[src/hdl/acss_pkg.sv]
// package for the adc channel scan select block
package acss_pkg;

  // ----------------------------------------------------------------------
  // register map
  // ----------------------------------------------------------------------
  localparam logic [6:0]  ADDR_SCAN_LOW   = 7'h50; // scan_select_low
  localparam logic [6:0]  ADDR_SCAN_HIGH  = 7'h51; // scan_select_high
  localparam logic [15:0] RESET_SCAN_LOW  = 16'h0000;
  localparam logic [15:0] RESET_SCAN_HIGH = 16'h0000;
  localparam logic [15:0] MASK_SCAN_LOW   = 16'h7FFF; // bit 15 reads zero

  // ----------------------------------------------------------------------
  // field positions
  // ----------------------------------------------------------------------
  localparam int SEL_IN0_BIT   = 14; // single input 0
  localparam int SEL_IN1_BIT   = 13; // single input 1
  localparam int DIFF_A_BIT    = 12; // diff_pair_a_select
  localparam int SEL_IN2_BIT   = 11; // single input 2
  localparam int SEL_IN3_BIT   = 10; // single input 3
  localparam int DIFF_B_BIT    = 9;  // diff_pair_b_select
  localparam int SEL_LOW_TOP   = 8;  // inputs 4..12 at bits 8..0
  localparam int SEL_HIGH_TOP  = 14; // inputs 13..15 at bits 14..12
  localparam int SLOT_COUNT    = 18; // 15 low slots + 3 high slots

  // ----------------------------------------------------------------------
  // types
  // ----------------------------------------------------------------------
  typedef enum logic [1:0] {
    ACSS_IDLE, ACSS_REQ, ACSS_WAIT
  } acss_state_type;

  // one conversion request to the converter engine
  typedef struct packed {
    logic [3:0] input_num;   // positive input / result register index
    logic       diff;        // 1: differential, two's complement result
  } acss_conv_type;

  // register write/read port
  typedef struct packed {
    logic        wr;
    logic        rd;
    logic [6:0]  addr;
    logic [15:0] wdata;
  } acss_reg_req_type;

endpackage : acss_pkg

[src/hdl/acss_scan.sv]
// adc channel scan select: selection registers and scan sequencer
//
// Function
// - convert only inputs whose select bit set
// - visit low register bits 14 down to 0
// - then high register bits 14 to 12
// - single-ended results unsigned to own register
// - pair A: in0 minus in1, to reg 0
// - pair B: in2 minus in3, to reg 2
// - any in0/in1 single bit ignores pair A
// - pair A only when 14,13 clear, 12 set
// - any in2/in3 single bit ignores pair B
// - pair B only when 11,10 clear, 9 set
// - all three clear skips whole group
// - low bits 8..0 select inputs 4..12
// - high bits 14..12 select inputs 13..15
// - both registers reset to zero
`timescale 1ns/100ps
`default_nettype none

module acss_scan
  import acss_pkg::*;
(
  input  wire logic               CLK,        // 50 MHz logic clock
  input  wire logic               SRST,       // sync reset, active high
  input  wire acss_pkg::acss_reg_req_type REG_REQ, // register access
  output logic [15:0]             REG_RDATA,  // read data, registered
  output logic                    REG_RVALID, // read data valid pulse
  input  wire logic               SCAN_START, // start one scan pass
  output logic                    SCAN_BUSY,  // scan in progress
  output logic                    CONV_VALID, // conversion request
  input  wire logic               CONV_READY, // converter takes request
  input  wire logic               CONV_DONE,  // converter finished
  output acss_pkg::acss_conv_type CONV_REQ,   // request contents
  output logic [15:0]             SEL_LOW,    // scan_select_low value
  output logic [15:0]             SEL_HIGH    // scan_select_high value
);
  import acss_pkg::*;

  // ----------------------------------------------------------------------
  // state
  // ----------------------------------------------------------------------
  typedef struct packed {
    logic [15:0]    sel_low;   // scan_select_low
    logic [15:0]    sel_high;  // scan_select_high
    logic [15:0]    rdata;     // read data
    logic           rvalid;    // read strobe
    acss_state_type st;        // sequencer state
    logic [4:0]     slot;      // current scan slot
  } acss_regs_type;

  acss_regs_type r_q;  // registered state
  acss_regs_type r_d;  // next state

  // per-slot enable and request decode
  logic [SLOT_COUNT-1:0] slot_en;                 // slot will be converted
  acss_conv_type         slot_conv [SLOT_COUNT];  // request for each slot
  logic                  grp_a_single;            // in0 or in1 single
  logic                  grp_b_single;            // in2 or in3 single

  // ----------------------------------------------------------------------
  // slot decode: slot k is low bit (14-k), slots 15..17 are high 14..12
  // ----------------------------------------------------------------------
  assign grp_a_single = r_q.sel_low[SEL_IN0_BIT] | r_q.sel_low[SEL_IN1_BIT];
  assign grp_b_single = r_q.sel_low[SEL_IN2_BIT] | r_q.sel_low[SEL_IN3_BIT];

  genvar k;
  generate
    for (k = 0; k < SLOT_COUNT; k++) begin : g_slot
      if (k < 15) begin : g_low
        localparam int B = 14 - k;  // bit in the low register
        if (B == DIFF_A_BIT) begin : g_da
          // pair disregarded whenever a single bit of the group is set
          assign slot_en[k] = r_q.sel_low[B] & ~grp_a_single;
          assign slot_conv[k] = '{input_num: 4'h0, diff: 1'b1};
        end else if (B == DIFF_B_BIT) begin : g_db
          assign slot_en[k] = r_q.sel_low[B] & ~grp_b_single;
          assign slot_conv[k] = '{input_num: 4'h2, diff: 1'b1};
        end else begin : g_se
          // inputs 0,1 at 14,13; 2,3 at 11,10; 4..12 at 8..0
          localparam int N = (B > DIFF_A_BIT) ? (14 - B) :
                             (B > DIFF_B_BIT) ? (13 - B) : (12 - B);
          assign slot_en[k] = r_q.sel_low[B];
          assign slot_conv[k] = '{input_num: 4'(N), diff: 1'b0};
        end
      end else begin : g_high
        localparam int B = SEL_HIGH_TOP - (k - 15);
        assign slot_en[k] = r_q.sel_high[B];
        assign slot_conv[k] = '{input_num: 4'(13 + k - 15), diff: 1'b0};
      end
    end
  endgenerate

  // ----------------------------------------------------------------------
  // next state
  // ----------------------------------------------------------------------
  always_comb begin
    logic       found;
    logic [4:0] nxt;
    found = 1'b0;
    nxt   = 5'h00;
    r_d   = r_q;
    r_d.rvalid = 1'b0;
    // register writes; bit 15 of low is read-only zero
    if (REG_REQ.wr) begin
      if (REG_REQ.addr == ADDR_SCAN_LOW)
        r_d.sel_low = REG_REQ.wdata & MASK_SCAN_LOW;
      else if (REG_REQ.addr == ADDR_SCAN_HIGH)
        r_d.sel_high = REG_REQ.wdata;
    end
    // register reads; unmapped addresses return zero
    if (REG_REQ.rd) begin
      r_d.rvalid = 1'b1;
      case (REG_REQ.addr)
        ADDR_SCAN_LOW:  r_d.rdata = r_q.sel_low;
        ADDR_SCAN_HIGH: r_d.rdata = r_q.sel_high;
        default:        r_d.rdata = 16'h0000;
      endcase
    end
    // search for first enabled slot at or after r_q.slot, descending bits
    for (int i = SLOT_COUNT - 1; i >= 0; i--) begin
      if (slot_en[i] && (5'(i) >= r_q.slot)) begin
        found = 1'b1;
        nxt   = 5'(i);
      end
    end
    case (r_q.st)
      ACSS_IDLE: begin
        if (SCAN_START) begin
          r_d.slot = 5'h00;
          r_d.st   = ACSS_REQ;
        end
      end
      ACSS_REQ: begin
        if (!found) begin
          r_d.st = ACSS_IDLE;   // pass complete, nothing left
        end else begin
          r_d.slot = nxt;
          if (CONV_VALID && CONV_READY)
            r_d.st = ACSS_WAIT;
        end
      end
      ACSS_WAIT: begin
        if (CONV_DONE) begin
          r_d.slot = r_q.slot + 5'h01; // go on with following bit
          r_d.st   = ACSS_REQ;
        end
      end
      default: r_d.st = ACSS_IDLE;
    endcase
  end

  // ----------------------------------------------------------------------
  // register the whole state
  // ----------------------------------------------------------------------
  always_ff @(posedge CLK) begin
    if (SRST) begin
      r_q          <= '0;
      r_q.sel_low  <= RESET_SCAN_LOW;
      r_q.sel_high <= RESET_SCAN_HIGH;
      r_q.st       <= ACSS_IDLE;
    end else begin
      r_q <= r_d;
    end
  end

  // ----------------------------------------------------------------------
  // outputs; request is offered combinationally from the search result
  // ----------------------------------------------------------------------
  logic       req_found;  // an enabled slot remains
  logic [4:0] req_slot;   // that slot
  always_comb begin
    req_found = 1'b0;
    req_slot  = 5'h00;
    for (int i = SLOT_COUNT - 1; i >= 0; i--) begin
      if (slot_en[i] && (5'(i) >= r_q.slot)) begin
        req_found = 1'b1;
        req_slot  = 5'(i);
      end
    end
  end

  assign CONV_VALID = (r_q.st == ACSS_REQ) && req_found;
  assign CONV_REQ   = slot_conv[req_slot];
  assign SCAN_BUSY  = (r_q.st != ACSS_IDLE);
  assign REG_RDATA  = r_q.rdata;
  assign REG_RVALID = r_q.rvalid;
  assign SEL_LOW    = r_q.sel_low;
  assign SEL_HIGH   = r_q.sel_high;
endmodule : acss_scan

`default_nettype wire

[config.mk]
export PLATFORM = sky130hd
export DESIGN_NAME = acss_scan
export DESIGN_NICKNAME = d
export VERILOG_FILES = /design/src/hdl/acss_pkg.sv /design/src/hdl/acss_scan.sv
export SDC_FILE = /design/constraint.sdc
export NUM_CORES = 1
export LEC_CHECK = 0
export ABC_AREA = 1
export BUFFER_PORTS_ARGS = -buffer_cell sky130_fd_sc_hd__buf_2
export CAP_MARGIN = 20
export CORE_ASPECT_RATIO = 0.8
export CORE_MARGIN = 2
export CORE_UTILIZATION = 54
export DETAILED_ROUTE_END_ITERATION = 16
export PLACE_DENSITY = 0.81
export REMOVE_ABC_BUFFERS = 1
export SETUP_SLACK_MARGIN = 0.3
export SLEW_MARGIN = 10
export SYNTH_ARGS = -nofsm -noshare
export SYNTH_HDL_FRONTEND = slang
export SYNTH_SLANG_ARGS = --single-unit
export TNS_END_PERCENT = 50
[constraint.sdc]
create_clock -name CLK -period 3 [get_ports CLK]
set_input_delay 0.15 -clock CLK [delete_from_list [all_inputs] [get_ports CLK]]
set_output_delay 0.15 -clock CLK [all_outputs]
set_load 0.01 [all_outputs]
==> run metrics <==
setup_tns 0 ns; Main synth FF type dfxtp_1; Total GRT Usage a little under a quarter; Cell Pwr Density ~350 mW/mm^2; hold path depth 3; initial core utilization 55.8%; # setup viols final 0; Core Region approximately 0.0064 sq mm; clock buffer depth 2; setup ws final 0.206 ns; hpwl dp 6150 microns; Worst-Skew Late Latency roughly 0.3 ns; result of the run finished, final reports clean; Die W between 90 and 100 microns; CP Data Required Time 2.85 ns; Die ar. 0.00729 sq mm; count leader, synth nor2_1; port bufs 84; drc violations 0; non-filler instance count after layout between 600 and 700; average footprint of a synthesized cell ~6.9 sq um; global-route wire length before repair 13,800 microns; num ports 86; area of the multi-input gates approximately 0.0018 sq mm; Hold Slack ~0.083 ns; ys async rst share 0%; FF+latch count, synth 55; DRT Pass-1 Iters 5; Seq/Total Area, Yosys 30.8%; Setup Crit Path Kind flop to output pin; Synth Warn # 0; CTS H-Tree Depth 2; library cells used by synthesis 37; Crit-path slowest cell dfxtp_4; Synth area leader dfxtp_1; CTS tree built; VDD IR max about 260 uV; final worst path period share roughly 93%; Die Y roughly 77 microns; largest net degree at the start of global routing between 50 and 60; crit path cell chain inv_4 -> ha_4 -> a21oi_2 -> nand2_1 -> nand2_2 -> nand2_1 -> nand2_1 -> nand2_1 -> nand2_1 -> nand2_1 -> nand2_1 -> nand2_1 -> nand2_1 -> nand2_1 -> nand2_1 -> nand2_1 -> nand2_1 -> nand2_2 -> ha_4 -> nor2_1 -> o31ai_2 -> buf_2; initial antenna violation count 0; Clock Skew about 0.0042 ns; Hold Path Class input port to flop; Leak roughly 2 nW; Detail Route Antenna Nets 0; # placed instances 629; DP Worst Slack just under 0.2 ns; # diodes 0; Final Hold Viols 0; final WL approximately 8500 microns; vias in the first global route 3,084; Post-synth EDFFs 0; R2R cell count 15; post-route minimum period 2.79 ns; # clock sinks between 50 and 60; layout cells sized above 1 between 30% and 40%; slew margin rel. about 32%; Crit. End Element output pin; fin. max-slew vios 0; average vias per placed instance a little over 5; CP Launch Type flop; Cell Area, Synth about 0.0036 sq mm; worst path arrival time 2.64 ns; nets around 600; RSZ-0062 raised after global routing true; fill count 596; CTS buffer count 5; area grow syn2layout 13.0%; CTS Root Cell clkbuf_8; hold_buf cts 0; Largest stage delay, worst path approximately 0.4 ns; maxcap violations 0; Gate Count Post-Synth 521; area occupied by registers 0.00111 sq mm; Fmax achieved 358 MHz; CP max FO 4; 1st-iter DRT viols between 200 and 250; Synth area leaders dfxtp_1 (31%), buf_4 (10%), nor2_1 (9.3%); grt total ovfl 0; top cells by count, synth nor2_1 (89), inv_1 (79), nand2_1 (68); Worst Tran Pin Value ~1.0 ns; gpl congestion roughly 1; row count 26; Critical Path Most Common Cell nand2_1; Worst-path clk slew roughly 0.10 ns; top cell type's share of synthesized area 30.8%; DR vias about 3,300; WL/cell 13.1 microns
[metrics by stage]
stage	power (W)	util, %	area (sq um)
2_1_floorplan	0.000920	-	3120
3_5_place_dp	0.00101	58.0	3720
4_1_cts	0.00144	62.6	4010
5_1_grt	0.00150	63.0	4040
6_report	0.00143	63.0	4040
3_3_place_gp	0.000998	58.0	3720
[cell usage in the layout (no fill, tap or decap), drive strengths merged]
cell      Yosys  layout
buf          52     104
nor2         99      99
inv          88      88
nand2        77      77
dfxtp        55      55
o21ai        41      41
a211oi       33      33
a21oi        14      14
ha           12      12
nand3         8       8
clkbuf       16       6
nor3          6       6
o22ai         5       5
o211ai        4       4
nor4          3       3
o31ai         2       2
nand4         2       2
clkinv        1       2
o21bai        1       1
or2           1       1
conb          1       1
clkinvlp      0       1
[registers in the layout (all words and copies together) (netlist names)]
signal      count
REG_RDATA      16
SEL_HIGH       16
SEL_LOW        15
r_q             7
REG_RVALID      1
[final cells by class]
cell class	instances	share of cell area (%)
tap	84	2.60
clock inverter	2	0.403
sequential	55	27.6
timing repair buffer	104	14.2
multi-input combinational	309	44.6
inverter	89	8.52
clock buffer	6	2.05
[metal layers]
metal	part of all wire (%)	global-route usage, %	vias up
met5	0	0	-
met4	0.66	5.65	0
met3	6.4	3.93	7
met2	45	39.1	106
met1	48	31.8	1480
li1	-	-	1687
[report_power, final]
group	switching, W	internal, W
Clock	0.000246	0.000189
Combinational	0.000147	0.0000873
Sequential	0.0000142	0.000746
[worst paths after layout]
check	start	end	slack (ns)
max reg2reg	r_q[1]$_SDFFE_PP0P_	r_q[1]$_SDFFE_PP0P_	0.73
max	r_q[1]$_SDFFE_PP0P_	CONV_REQ[1]	0.21
min reg2reg	REG_RDATA[15]$_SDFFE_PP0P_	REG_RDATA[15]$_SDFFE_PP0P_	0.48
min	REG_REQ[15]	SEL_HIGH[15]$_SDFFE_PP0P_	0.08
[worst max-delay path, delay by kind of cell (launching register included)]
family | cells | cell delay, ns
flip-flops | 1 | 0.41
AO/OA/AOI/OAI | 2 | 0.32
AND/OR/NAND/NOR | 16 | 0.96
buffers and inverters | 2 | 0.22
adder cells (fa/ha/maj) | 2 | 0.44
[what timing repair did]
action,in CTS,in global routing
endpoints found under the setup margin,5,5
pin swaps,11,7
hold endpoints to repair,0,0
cloned,0,0
setup buffers,11,1
gates resized for setup,31,4
[logic make-up after synthesis]
family / after synthesis / synth area share [%]
compound gates: 100 / 18.6
simple gates: 196 / 24.1
flops: 55 / 30.8
other cells: 1 / 0.105
fa+ha+maj: 12 / 4.20
buf+inv: 157 / 22.2
Power figures use the tool's default switching activity.
